$ cat config.mk
export PLATFORM = sky130hd
export DESIGN_NAME = fo_fail_outputs
export DESIGN_NICKNAME = d
export VERILOG_FILES = /design/src/hdl/fo_pkg.sv /design/src/hdl/fo_fail_outputs.sv
export SDC_FILE = /design/constraint.sdc
export NUM_CORES = 1
export LEC_CHECK = 0
export ABC_AREA = 1
export BUFFER_PORTS_ARGS = -buffer_cell sky130_fd_sc_hd__buf_2
export CAP_MARGIN = 40
export CORE_UTILIZATION = 49
export DETAILED_ROUTE_END_ITERATION = 7
export PLACE_DENSITY = 0.76
export SLEW_MARGIN = 5
export SYNTH_ARGS = -nofsm -noshare
export SYNTH_HDL_FRONTEND = slang
export SYNTH_SLANG_ARGS = --single-unit
export TNS_END_PERCENT = 50
$ cat constraint.sdc
create_clock -name mclk -period 2.77 [get_ports mclk]
set_clock_uncertainty 0.15 [all_clocks]
set_input_delay 0.554 -clock mclk [delete_from_list [all_inputs] [get_ports mclk]]
set_output_delay 0.554 -clock mclk [all_outputs]
set_load 0.03 [all_outputs]
$ cat src/hdl/fo_pkg.sv
// Constants shared by the fail output block: register map and timing.
package fo_pkg;
  localparam logic [11:0] FO_CTRL_ADDR = 12'h000;
  localparam logic [11:0] FO_STATUS_ADDR = 12'h004;
  // Control register fields
  localparam int FO_FORCE_BIT = 0;
  localparam int FO_OV_EN_BIT = 1;
  localparam int FO_DUTY_LSB = 2;
  localparam logic [1:0] FO_DUTY_RESET = 2'h0;
  // Status register fields; bit 0 is write-one-to-clear
  localparam int FO_FLAG_BIT = 0;
  localparam int FO_WDF_BIT = 1;
  localparam int FO_PIN_LSB = 2;
  localparam int FO_ACT_BIT = 5;
  localparam int FO_UV_LSB = 6;
  localparam int FO_WD_LSB = 9;
  // Fail-output triggers after this many undervoltage events
  localparam logic [2:0] FO_UV_LIMIT = 3'h4;
  // Timing, in the units given by the names
  localparam int FO_CLK_KHZ = 25000;
  localparam int FO_BLINK_PERIOD_MS = 800;
  localparam int FO_PWM_PERIOD_MS = 10;
  localparam int FO_BLINK_HALF_CYC = FO_BLINK_PERIOD_MS * FO_CLK_KHZ / 2;
  localparam int FO_PWM_PERIOD_CYC = FO_PWM_PERIOD_MS * FO_CLK_KHZ;
  localparam int FO_BLINK_W = $clog2(FO_BLINK_HALF_CYC * 2);
  localparam int FO_PWM_W = $clog2(FO_PWM_PERIOD_CYC);
endpackage : fo_pkg

$ cat src/hdl/fo_fail_outputs.sv
// Fail output logic: failure latch, pin waveforms and APB registers.
// Notes on behaviour
// RL1: Watchdog, thermal stage two, supply short activate outputs.
// RL2: Watchdog activates on second failure, configs three/four.
// RL3: Overvoltage counts only with its enable set.
// RL4: Four undervoltage events activate the outputs.
// RL5: Fail-safe entry accompanies activation; watchdog per config.
// RL6: Activation by failure sets the fail active flag.
// RL7: Force bit drives outputs, independent of failures.
// RL8: Clearing force releases outputs when no failure.
// RL9: Release needs no condition and flag cleared.
// RL10: Controller clears watchdog flag before clearing fail flag.
// RL11: Sleep, other fail-safe, stop disable clear watchdog flag.
// RL12: Config two's first watchdog failure sets no flag.
// RL13: All three outputs activate together, own waveforms.
// RL14: Outputs are open drain, pulled low when active.
// RL15: Static output held low while active.
// RL16: Blink output toggles 1.25 Hz, half duty.
// RL17: PWM output 100 Hz, default 20 percent low.
// RL18: PWM duty selectable 20, 10, 5, 2.5 percent.
// RL19: Failure activation survives restart and normal mode entry.
// RL20: Pattern counters start at activation; reset releases outputs.
//
// Design decisions made here: the APB register port and the register addresses.
`timescale 1ns/1ps
module fo_fail_outputs #(
  parameter int BLINK_HALF_CYC = fo_pkg::FO_BLINK_HALF_CYC,
  parameter int PWM_PERIOD_CYC = fo_pkg::FO_PWM_PERIOD_CYC
) (
  input wire logic mclk,
  input wire logic rst,
  // APB slave
  input wire logic psel,
  input wire logic penable,
  input wire logic pwrite,
  input wire logic [11:0] paddr,
  input wire logic [31:0] pwdata,
  input wire logic [3:0] pstrb,
  output logic [31:0] prdata,
  output logic pready,
  output logic pslverr,
  // Failure sources from device logic, same clock
  input wire logic [1:0] hw_config,
  input wire logic wd_trigger_fail,
  input wire logic wd_trigger_ok,
  input wire logic thermal_shutdown_stage_two,
  input wire logic main_supply_short,
  input wire logic main_supply_ov,
  input wire logic main_supply_uv_event,
  input wire logic normal_mode,
  input wire logic sleep_entry,
  input wire logic stop_wd_disable,
  output logic failsafe_entry,
  // Open-drain pins
  input wire logic static_fail_out_i,
  output logic static_fail_out_o,
  output logic static_fail_out_oe,
  input wire logic blink_fail_out_i,
  output logic blink_fail_out_o,
  output logic blink_fail_out_oe,
  input wire logic pwm_fail_out_i,
  output logic pwm_fail_out_o,
  output logic pwm_fail_out_oe
);
  import fo_pkg::*;

  typedef struct packed {
    logic force_on;
    logic ov_en;
    logic [1:0] duty;
    logic flag;
    logic wd_flag;
    logic [1:0] wd_cnt;
    logic [2:0] uv_cnt;
    logic latch;
    logic cond_prev;
    logic fs_pulse;
    logic [FO_BLINK_W-1:0] blink_cnt;
    logic [FO_PWM_W-1:0] pwm_cnt;
    logic [2:0] oe;
    logic [2:0] sync1;
    logic [2:0] sync2;
    logic [31:0] rdata;
  } fo_state_t;

  fo_state_t s_reg;
  fo_state_t s_next;

  logic setup_ph;
  logic access_ph;
  logic wr_ctrl;
  logic wr_stat;
  logic addr_ok;
  logic cond_other;
  logic cond_any;
  logic wd_hit;
  logic uv_hit;
  logic fail_set;
  logic flag_set;
  logic clr_req;
  logic release_ok;
  logic active_next;
  logic [FO_PWM_W-1:0] duty_cyc;

  assign addr_ok = (paddr == FO_CTRL_ADDR) || (paddr == FO_STATUS_ADDR);
  assign setup_ph = psel && !penable;
  assign access_ph = psel && penable;
  assign pready = 1'b1;
  assign pslverr = access_ph && !addr_ok;
  assign prdata = s_reg.rdata;
  assign wr_ctrl = access_ph && pwrite && pstrb[0] &&
                   (paddr == FO_CTRL_ADDR);
  assign wr_stat = access_ph && pwrite && pstrb[0] &&
                   (paddr == FO_STATUS_ADDR);
  assign failsafe_entry = s_reg.fs_pulse;
  // Open drain: the driven level is always low, only the enable moves
  assign static_fail_out_o = 1'b0; // RL14
  assign blink_fail_out_o = 1'b0; // RL14
  assign pwm_fail_out_o = 1'b0; // RL14
  assign static_fail_out_oe = s_reg.oe[0];
  assign blink_fail_out_oe = s_reg.oe[1];
  assign pwm_fail_out_oe = s_reg.oe[2];

  always_comb begin
    unique case (s_reg.duty) // RL18
      2'h0: duty_cyc = FO_PWM_W'(PWM_PERIOD_CYC / 5);
      2'h1: duty_cyc = FO_PWM_W'(PWM_PERIOD_CYC / 10);
      2'h2: duty_cyc = FO_PWM_W'(PWM_PERIOD_CYC / 20);
      2'h3: duty_cyc = FO_PWM_W'(PWM_PERIOD_CYC / 40);
    endcase
  end

  // Conditions other than the watchdog: levels plus the fourth undervoltage event
  assign cond_other = thermal_shutdown_stage_two || main_supply_short || // RL1
                      (main_supply_ov && s_reg.ov_en) || uv_hit; // RL3
  assign uv_hit = main_supply_uv_event &&
                  (s_reg.uv_cnt == FO_UV_LIMIT - 3'h1); // RL4
  // First failure counts for configs one/two, second for three/four
  assign wd_hit = wd_trigger_fail &&
                  (!hw_config[1] || s_reg.wd_cnt != 2'h0); // RL2
  assign fail_set = cond_other || wd_hit;
  // Config two's first watchdog failure drives pins but not the flag
  assign flag_set = cond_other ||
                    (wd_hit && !(hw_config == 2'h1 &&
                                 s_reg.wd_cnt == 2'h0)); // RL12
  assign cond_any = thermal_shutdown_stage_two || main_supply_short ||
                    (main_supply_ov && s_reg.ov_en) || s_reg.wd_flag;
  assign clr_req = wr_stat && pwdata[FO_FLAG_BIT];
  // Release only in normal mode once every cause has gone
  assign release_ok = clr_req && normal_mode && !cond_any; // RL9 RL10

  always_comb begin
    s_next = s_reg;
    s_next.fs_pulse = 1'b0;
    s_next.cond_prev = cond_other;
    s_next.sync1 = {pwm_fail_out_i, blink_fail_out_i, static_fail_out_i};
    s_next.sync2 = s_reg.sync1;
    if (wr_ctrl) begin
      s_next.force_on = pwdata[FO_FORCE_BIT]; // RL7 RL8
      s_next.ov_en = pwdata[FO_OV_EN_BIT];
      s_next.duty = pwdata[FO_DUTY_LSB+:2]; // RL18
    end
    if (main_supply_uv_event && s_reg.uv_cnt < FO_UV_LIMIT) begin
      s_next.uv_cnt = s_reg.uv_cnt + 3'h1; // RL4
    end
    if (wd_trigger_fail && s_reg.wd_cnt != 2'h3) begin
      s_next.wd_cnt = s_reg.wd_cnt + 2'h1;
    end
    // Fail-safe entry: non-watchdog causes always, watchdog in config 4
    if ((cond_other && !s_reg.cond_prev) ||
        (wd_hit && hw_config == 2'h3)) begin
      s_next.fs_pulse = 1'b1; // RL5
    end
    if (release_ok) begin
      s_next.flag = 1'b0;
      s_next.latch = 1'b0;
      s_next.uv_cnt = 3'h0;
      s_next.wd_cnt = 2'h0;
    end
    // Restart and normal mode entry do not touch the latch
    if (fail_set) begin
      s_next.latch = 1'b1; // RL1 RL19
    end
    if (flag_set) begin
      s_next.flag = 1'b1; // RL6
    end
    if (wd_trigger_ok || sleep_entry || stop_wd_disable ||
        (cond_other && !s_reg.cond_prev)) begin
      s_next.wd_flag = 1'b0; // RL11
    end
    if (wd_trigger_fail) begin
      s_next.wd_flag = 1'b1;
    end
    active_next = s_next.latch || s_next.force_on;
    // Counters idle at zero, so each waveform starts pulled low
    if (!(s_reg.latch || s_reg.force_on) ||
        s_reg.blink_cnt == FO_BLINK_W'(2 * BLINK_HALF_CYC - 1)) begin
      s_next.blink_cnt = '0; // RL20
    end else begin
      s_next.blink_cnt = s_reg.blink_cnt + 1'b1;
    end
    if (!(s_reg.latch || s_reg.force_on) ||
        s_reg.pwm_cnt == FO_PWM_W'(PWM_PERIOD_CYC - 1)) begin
      s_next.pwm_cnt = '0; // RL20
    end else begin
      s_next.pwm_cnt = s_reg.pwm_cnt + 1'b1;
    end
    if (!(s_reg.latch || s_reg.force_on)) begin
      s_next.blink_cnt = '0;
      s_next.pwm_cnt = '0;
    end
    s_next.oe[0] = active_next; // RL13 RL15
    s_next.oe[1] = active_next &&
                   s_next.blink_cnt < FO_BLINK_W'(BLINK_HALF_CYC); // RL16
    s_next.oe[2] = active_next && s_next.pwm_cnt < duty_cyc; // RL17
    if (setup_ph) begin
      s_next.rdata = 32'h0000_0000;
      if (paddr == FO_CTRL_ADDR) begin
        s_next.rdata[FO_FORCE_BIT] = s_reg.force_on;
        s_next.rdata[FO_OV_EN_BIT] = s_reg.ov_en;
        s_next.rdata[FO_DUTY_LSB+:2] = s_reg.duty;
      end else if (paddr == FO_STATUS_ADDR) begin
        s_next.rdata[FO_FLAG_BIT] = s_reg.flag;
        s_next.rdata[FO_WDF_BIT] = s_reg.wd_flag;
        s_next.rdata[FO_PIN_LSB+:3] = s_reg.sync2;
        s_next.rdata[FO_ACT_BIT] = s_reg.latch || s_reg.force_on;
        s_next.rdata[FO_UV_LSB+:3] = s_reg.uv_cnt;
        s_next.rdata[FO_WD_LSB+:2] = s_reg.wd_cnt;
      end
    end
  end

  always_ff @(posedge mclk) begin
    if (rst) begin
      s_reg <= '0; // RL20
      s_reg.duty <= FO_DUTY_RESET; // RL18
      s_reg.sync1 <= 3'h7;
      s_reg.sync2 <= 3'h7;
    end else begin
      s_reg <= s_next;
    end
  end
endmodule : fo_fail_outputs

# Yosys cells after proc, flatten, opt, wreduce, memory -nomap -nowiden
# Cells that the tools add are included.
[totals]
ff_bits = 77
in_bits = 67
output_inout_bits = 41
word_cells = 99
[classes]
n_addsub = 4
order_cmp = 3
n_eq_ne = 10
mux = 15
n_reduce_logical = 51
[ops]
columns = ["op", "n"]
rows = [
  ["18-bit one-hot mux with 4 select lines", 1],
  ["43-bit two-way mux", 1],
  ["25-bit by 1-bit adder with 25-bit output, second input constant", 1],
  ["25-bit == test, second input constant", 1],
  ["25-bit by 24-bit < comparator with 1-bit output, second input constant", 1],
  ["25-bit two-way mux", 1],
  ["1-bit logical AND", 21],
  ["18-bit by 1-bit adder with 18-bit output, second input constant", 1],
  ["18-bit == test, second input constant", 1],
  ["18-bit < comparator", 1],
  ["18-bit two-way mux", 1],
  ["1-bit logical OR", 16],
  ["12-bit by 3-bit == test with 1-bit output, second input constant", 1],
  ["12-bit zero test", 1],
  ["11-bit two-way mux", 1],
  ["4-bit two-way mux", 2],
  ["1-bit zero test", 7],
  ["1-bit two-way mux", 7],
  ["7-bit two-way mux", 1],
  ["2-bit == test, second input constant", 3],
  ["2-bit nonzero test", 3],
  ["2-bit by 1-bit == test with 1-bit output, second input constant", 2],
  ["2-bit zero test", 2],
  ["3-bit by 1-bit adder with 3-bit output, second input constant", 1],
  ["5 further kinds", 5],
]

# Longest topological paths before layout
# Gate-level depths: netlist of run 1.
[logic_depth]
depth_word = 11
ltp_mapped = 18
ltp_nobuf = 18

# Worst setup path before layout of run 1
# OpenSTA, ideal clock, no wires.
[synth_path]
path_type = "register to register"
startpoint = "register s_reg[41] (netlist name)"
endpoint = "register s_reg (netlist bit pwm_fail_out_oe)"
setup_time_ps = 114
arrival_time_ps = 2315
required_time_ps = 2506
slack_ps = 192
path_stages_with_launch = 17
n_path_buf = 2
synth_period_minus_slack_ps = 2578
path_cell_list = "dfxtp_1 ha_1 nand3_1 nor3_1 nand3_1 nand2_1 buf_2 buf_2 nor2_1 ha_1 nand2_1 nor4_1 nand2_1 nand2_1 nand2_1 a21oi_1 nor2_1"
[synth_rtl]
columns = ["item", "line", "source"]
rows = [
  ["start: declaration", "fo_fail_outputs.sv:86", "fo_state_t s_reg;"],
  ["start signal: assignment", "fo_fail_outputs.sv:240", "s_reg <= s_next;"],
]

==> results of run 1 <==
[area by class of cell]
| type | instances | area (um2) |
|---|---|---|
| multi-input cells | 524 | 2710 |
| clock buffers | 10 | 137.6 |
| flip-flops and latches | 77 | 1548 |
| repair buffers | 71 | 405.4 |
| inverters | 78 | 292.8 |
| well taps | 129 | 161.4 |
| fillers | 864 | 3914 |
| clock inverters | 6 | 71.32 |
[stage by stage]
stage,cell area (um2),instances,setup WS [ps]
2_1_floorplan,4775,727,191.6
3_3_place_gp,4987,875,14.26
3_5_place_dp,4987,875,-40.97
5_1_grt,5326,895,-122.7
6_report,5326,895,47.88
4_1_cts,5210,891,39.24
[power by group]
part           internal [W]  switching, W  total, W
Sequential          0.00114     0.0000188   0.00116
Clock              0.000447      0.000452  0.000899
Combinational     0.0000713      0.000170  0.000241
Total               0.00165      0.000641   0.00230
[cell families (layout without fill, tap and decap cells)]
logic type	after synthesis	count (layout)	share of synthesized area (%)
compound gates	56	56	6.512
xor+xnor	15	15	2.802
fa+ha+maj	23	23	6.138
buf+inv	127	165	13.32
flops	77	77	32.88
other cells	2	25	0.1602
simple gates	404	405	38.19
[synth_stat cells]
master / instances
inv_2: 1
nor2_1: 116
nand3b_1: 2
nor3b_1: 1
xnor2_1: 5
xor2_1: 10
nor3_2: 1
buf_2: 4
nand2_2: 4
o22ai_1: 1
buf_6: 1
a221oi_1: 1
o21ai_0: 18
buf_4: 36
or2_2: 8
nor2_2: 11
nand3_1: 41
dfxtp_1: 77
and2_1: 1
nand2_4: 2
o211ai_1: 7
nor2_4: 5
conb_1: 2
ha_1: 23
nand4_1: 12
nand2_1: 161
clkbuf_1: 8
nor3_1: 28
a21oi_1: 28
nor4_1: 11
inv_1: 76
o21bai_1: 1
clkinv_1: 1
[repair_timing]
action,4_1_cts,5_1_grt
buffers inserted,0,3
pin swaps,0,15
resized for setup,3,23
hold endpoints to repair,0,0
cloned,0,1
setup endpoints to repair,1,1
[critical path, stage by stage (launching register included)]
cell	delay, ps
dfxtp_2	360
buf_4	120
nand3_2	70
nor2_2	140
nand4_1	240
xor2_1	320
nor2_1	80
ha_1	320
nand2_2	70
nor4_2	270
nand2_1	90
nand2_1	90
nand2_2	50
a21oi_2	200
nor2_1	60
[metal layers]
layer | part of all wire, % | vias to the layer above
met4 | 1.7 | 0
met3 | 4.4 | 22
li1 | - | 2303
met1 | 44 | 2072
met5 | 0 | -
met2 | 50 | 130
[placed cells by master (no fill, tap or decap), types with 10 or more instances in the layout]
cell type    n
o21ai_0     17
nand3_1     37
nand2_1    157
nor2_2      14
nand4_1     12
a21oi_1     27
nor2_1     113
buf_2       51
conb_1      25
clkbuf_8    10
buf_4       20
dfxtp_1     74
nor4_1      10
nor3_1      25
inv_1       76
ha_1        22
[worst min path at each step]
| stage | slack (ps) | depth (start not counted) | endpoint | from |
|---|---|---|---|---|
| finish | 230 | 2 | s_next[32] | static_fail_out_i |
| global route | 220 | 2 | s_next[33] | blink_fail_out_i |
| CTS | 220 | 2 | s_next[32] | static_fail_out_i |
| detailed placement | 240 | 1 | s_reg[32] | s_next[32] |
| global placement | 240 | 1 | s_reg[33] | s_next[33] |
| floorplan | 240 | 1 | s_reg[32] | s_next[32] |
==> metrics.md, run 1 <==
| Metric | Value |
|---|---|
| Status | `completed` |
| Total power | `roughly 0.0023 W` |
| Synthesized flop and latch total | `77` |
| Layout Nets | `between 800 and 900` |
| Vias | `approximately 4500` |
| Syn Area/Cell | `between 6 and 7 um2` |
| GR Layer Usage met1 | `between 20% and 30%` |
| Full die area | `~0.01 mm2` |
| Critical Path Start | `s_reg[42]` |
| CTS tree | `done` |
| Initial DRT Pass Iterations | `5` |
| Post-CTS Hold Buffers | `0` |
| Vias in the first global route | `~4100` |
| Post-synthesis instance total | `a little over 700` |
| Clock Latency Late Sink | `between 300 and 400 ps` |
| Met3 Resource Use GR | `3.134%` |
| Setup Total Neg Slack | `0 ps` |
| Clk buf depth | `2` |
| Largest net degree at the start of global routing | `42` |
| Peak VDD IR | `between 0.3 and 0.4 mV` |
| Wirelength per Cell | `about 12 um` |
| Grt ovf | `0` |
| Layout area overhead | `13.61%` |
| RR Startpoint | `s_reg[42]` |
| Fraction of layout cells with a size suffix above 1 | `between 15 and 20%` |
| Register area share after synthesis | `roughly 33%` |
| Worst EP arrival | `between 2000 and 3000 ps` |
| YS warnings | `0` |
| Setup violations, final | `0` |
| Setup CP Type | `flop to flop` |
| Post-Route WL | `11.07 mm` |
| Die width | `about 100 um` |
| Chip height | `roughly 100 um` |
| Top post-synthesis cells by area | `dfxtp_1, nand2_1, nor2_1` |
| Htree depth | `3` |
| Hold WS | `between 200 and 250 ps` |
| Leak pwr | `2.275 nW` |
| Minimum clock period | `2722 ps` |
| Row count | `35` |
| Ant diodes | `0` |
| CTS Root Cell | `clkbuf_8` |
| Post-synth top area share | `between 30% and 40%` |
| Max reg flops | `~60` |
| Number of DRC markers in iteration 0 | `151` |
| Post-DR vias/cell | `approximately 5` |
| CTS buffer count | `9` |
| Unique masters post-synth | `33` |
| First-pass GRT wire length | `~18 mm` |
| Yosys top cell by area | `dfxtp_1` |
| Final Cycle Share | `a little over nine tenths` |
| Fin util | `slightly below 60%` |
| Detail Placement HPWL | `about 8.3 mm` |
| I/O pin total | `108` |
| Clock transition at the registers of the reported paths | `about 80 ps` |
| Tot GR Track Use | `between 20 and 25%` |
| Starting Density | `between 50 and 60%` |
| Reg2reg setup slack | `around 48 ps` |
| Post-synthesis cell area | `0.004688 mm2` |
| Worst-path maximum fanout | `4` |
| Initial antenna violation count | `0` |
| Max Cap Viol | `0` |
| Power density cells | `430.9 mW/mm2` |
| F_max | `between 300 and 400 MHz` |
| Global-route met2 utilization | `between 30 and 40%` |
| DRT antenna net count | `0` |
| Final hold viol count | `0` |
| Max-slew violations | `0` |
| CP Capture Type | `flop` |
| Hold crit path type | `input pin to flop` |
| Reg2Reg Capture Point | `pwm_fail_out_oe` |
| CTS Sinks | `77` |
| CP Launch Type | `flop` |
| GR peak layer | `met2` |
| GPL Wtd Cong | `just over 0.9` |
| Port Buffers | `51` |
| Reg2Reg Depth | `14` |
| Setup crit end | `pwm_fail_out_oe` |
| Worst Path Required | `2860 ps` |
| Core area | `just over 0.009 mm2` |
| Residual DRC | `0` |
(Power assumes the default switching activity.)
==> run 2, diff against run 1 <==
Settings changed: ABC_AREA 1 to 0, CORE_UTILIZATION 49 to 48.
==> run 2 against run 1 <==
The run now ends with setup timing left. Sequential cell count did not move. Sequential power barely moved. Global-route usage fell by 2.1 points. First-iteration DRC count fell by 22%. Hold slack improved by 4.0 ps. Setup slack got worse by 230 ps. Fmax fell by 7.8%. Register-to-register slack got worse by 230 ps. Area after synthesis fell by 7.8%. Final area fell by 6.9%. Non-clock buffer count rose by 10. Final cell count fell by 24%.
==> metrics.md, run 2 <==
| Metric | Value |
|---|---|
| Setup violations, final | `1 (was 0)` |
| Max-slew violations | `0 (unchanged)` |
| Layout area overhead | `14.80% (was 13.61%)` |
| Top-count cell post-synth | `nor2_1 (was nand2_1)` |
| Hold depth | `2 (unchanged)` |
| Port Buffers | `51 (unchanged)` |
| CP Capture Type | `flop (unchanged)` |
| Initial DRT Pass Iterations | `4 (was 5)` |
| EDFF count, synth | `0 (unchanged)` |
| Final Cycle Share | `106.5% (was 98.27%)` |
| RSZ-0062 raised after global routing | `yes` |
| Power density cells | `432.0 mW/mm2 (was 430.9 mW/mm2)` |
| Residual DRC | `0 (unchanged)` |
| Most common cell after layout, fill and taps aside | `nor2_1 (was nand2_1)` |
| Die width | `96.87 um (was 99.82 um)` |
| DP Area | `0.004667 mm2 (was 0.004987 mm2)` |
| Fraction of layout cells with a size suffix above 1 | `23.78% (was 18.54%)` |
| Worst EP arrival | `3070 ps (was 2820 ps)` |
| Clock Latency Late Sink | `340 ps (was 360 ps)` |
| Clock transition at the registers of the reported paths | `80 ps (about the same)` |
| Hold path endpoint | `s_next[34] (was s_next[32])` |
| GPL Wtd Cong | `0.8956 (was 0.9358)` |
| Htree depth | `3 (unchanged)` |
| Setup CP Type | `flop to flop (unchanged)` |
| Dpl ws | `-278.9 ps (was -40.97 ps)` |
| Largest net degree at the start of global routing | `25 (was 42)` |
| Top post-synthesis cells by area | `dfxtp_1, nor2_1, ha_1 (was dfxtp_1, nand2_1, nor2_1)` |
| Syn Area/Cell | `8.488 um2 (was 6.659 um2)` |
| Starting Density | `49.54% (was 50.74%)` |
| Reg2Reg Depth | `13 (was 14)` |
| F_max | `338.9 MHz (was 367.4 MHz)` |
| CTS tree | `done (unchanged)` |
| Peak VDD IR | `0.2745 mV (was 0.3289 mV)` |
| Post-DR vias/cell | `5.478 (was 5.058)` |
| DRT antenna net count | `0 (unchanged)` |
| Post-synthesis cell area | `0.004320 mm2 (was 0.004688 mm2)` |
| Vias in the first global route | `3655 (was 4128)` |
| Status | `finished, violations left (was completed)` |
| Detail Placement HPWL | `6.894 mm (was 8.266 mm)` |
| Global-route met2 utilization | `37.70% (was 39.52%)` |
| Number of DRC markers in iteration 0 | `118 (was 151)` |
| Hold WS | `234.6 ps (was 230.6 ps)` |
| Post-Route WL | `9.212 mm (was 11.07 mm)` |
| Synthesized flop and latch total | `77 (unchanged)` |
| CTS Root Cell | `clkbuf_8 (unchanged)` |
| Max Cap Viol | `0 (unchanged)` |
| GR Layer Usage met1 | `22.61% (was 27.41%)` |
| Final hold viol count | `0 (unchanged)` |
| Chip height | `96.87 um (was 99.82 um)` |
| Max reg flops | `59 (unchanged)` |
| Leak pwr | `1.983 nW (was 2.275 nW)` |
| Post-synth top area share | `35.68% (was 32.88%)` |
| CTS Sinks | `77 (unchanged)` |
| Worst-margin pin slew | `slightly above 600 ps` |
| Fill cells | `789 (was 864)` |
| Initial antenna violation count | `0 (unchanged)` |
| Worst Path Required | `2890 ps (was 2860 ps)` |
| CTS buffer count | `9 (unchanged)` |
| Wirelength per Cell | `13.55 um (was 12.36 um)` |
| Worst-path maximum fanout | `14 (was 4)` |
| Core area | `0.008721 mm2 (was 0.009240 mm2)` |
| Post-synthesis instance total | `509 (was 704)` |
| GR peak layer | `met2 (unchanged)` |
| Unique masters post-synth | `57 (was 33)` |
| Reg2Reg Capture Point | `pwm_fail_out_oe (unchanged)` |
| Grt ovf | `0 (unchanged)` |
| Clk buf depth | `2 (unchanged)` |
| Hold crit path type | `input pin to flop (unchanged)` |
| Commonest cells post-synth | `nor2_1, dfxtp_1, buf_4 (was nand2_1, nor2_1, dfxtp_1)` |
| Yosys top cell by area | `dfxtp_1 (unchanged)` |
| Met3 Resource Use GR | `3.902% (was 3.134%)` |
| Synth async-reset ratio | `0% (unchanged)` |
| Fin area | `0.004960 mm2 (was 0.005326 mm2)` |
| Full die area | `0.009384 mm2 (was 0.009963 mm2)` |
| Minimum clock period | `2951 ps (was 2722 ps)` |
| Hold Crit Start | `pwm_fail_out_i (was static_fail_out_i)` |
| Vias | `3725 (was 4527)` |
| Reg2reg setup slack | `-180 ps (was 50 ps)` |
| Max-Slew Margin vs Limit | `58.70%` |
| CP Launch Type | `flop (unchanged)` |
| Failing checks | `setup timing` |
| YS warnings | `0 (unchanged)` |
| Row count | `34 (was 35)` |
| Final worst slack | `-181.0 ps (was 47.88 ps)` |
| I/O pin total | `108 (unchanged)` |
| Register area share after synthesis | `35.68% (was 32.88%)` |
| Tot GR Track Use | `20.17% (was 22.31%)` |
| Layout Nets | `657 (was 851)` |
| Top_reg_cell synth | `dfxtp_1 (unchanged)` |
| First-pass GRT wire length | `15.82 mm (was 17.99 mm)` |
| Ant diodes | `0 (unchanged)` |
| Most frequent cells in the layout | `nor2_1, dfxtp_1, buf_2 (was nand2_1, nor2_1, inv_1)` |
| RR Startpoint | `s_reg[42] (unchanged)` |
run 2: cell types whose count changed after synthesis, moves of 7 or more:
cell and change:
nand2_1 -136, inv_1 -60, nor2_1 -37, nand3_1 -22, xnor2_1 +19, a21oi_1 -12, o21ai_0 -12, a22oi_1 +11
nor2_2 -11, and3_1 +10, mux2i_1 +9, xor2_1 +7
run 2: worst max-delay path by stage:
stage | to | from | cells after the start | slack (ps)
CTS | pwm_fail_out_oe | s_reg[42] | 13 | -200
detailed placement | pwm_fail_out_oe | s_reg[42] | 13 | -280
finish | pwm_fail_out_oe | s_reg[42] | 13 | -180
floorplan | pwm_fail_out_oe | s_reg[41] | 13 | -120
global placement | pwm_fail_out_oe | s_reg[42] | 13 | -140
global route | pwm_fail_out_oe | s_reg[42] | 13 | -310
run 2: what timing repair did:
item | CTS | global route
endpoints found under the setup margin | 1 | 18
hold buffers | 0 | 0
resized for setup | 5 | 12
cloned | 0 | 0
setup buffers | 2 | 3
pin swaps | 1 | 3
run 2: cells by family after synthesis:
logic type | count (synthesis) | synth area share [%]
AND/OR/NAND/NOR | 226 | 27.74
XOR/XNOR | 41 | 8.312
other | 2 | 0.1738
adder cells (fa/ha/maj) | 23 | 6.661
buffers and inverters | 73 | 9.788
multiplexers | 10 | 2.346
flip-flops | 77 | 35.68
AO/OA/AOI/OAI | 57 | 9.297
run 2: final cells by class:
cell class	count	area [um2]	area share, %
flip-flops and latches	77	1544	31.13
multi-input cells	382	2550	51.41
inverters	16	60.06	1.211
repair buffers	81	493.0	9.939
clock buffers	11	141.4	2.851
well taps	108	135.1	2.725
clock inverters	5	36.28	0.7316
run 2: where the power goes:
group	internal [W]	switching, W
Sequential	0.00113	0.0000199
Combinational	0.0000847	0.000144
Clock	0.000350	0.000411
run 2: layer usage:
| metal | wire (um) | up-vias |
|---|---|---|
| met4 | 171 | 0 |
| li1 | - | 1822 |
| met1 | 3759 | 1777 |
| met3 | 380 | 20 |
| met2 | 4901 | 106 |
| met5 | 0 | - |
run 2: critical path, stage by stage, from the launching register on:
cell and delay [ps]:
dfxtp_2 360, ha_4 150, nand3_4 80, or4_4 550, o22ai_4 140, buf_12 160, nor2_1 70, ha_1 320
and4_4 200, a311oi_2 240, nand2_1 90, a211oi_2 200, nor3_2 70, nor3_2 100
run 2: per-stage QoR:
stage               util, %  cells  setup TNS, ps  total power, W
floorplan                 -    532         -124.3        0.001358
global placement      53.52    659         -141.9        0.001393
detailed placement    53.52    659         -278.9        0.001400
CTS                   55.98    677         -204.4        0.002167
global route          56.87    680         -305.9        0.002231
finish                56.87    680         -181.0        0.002142
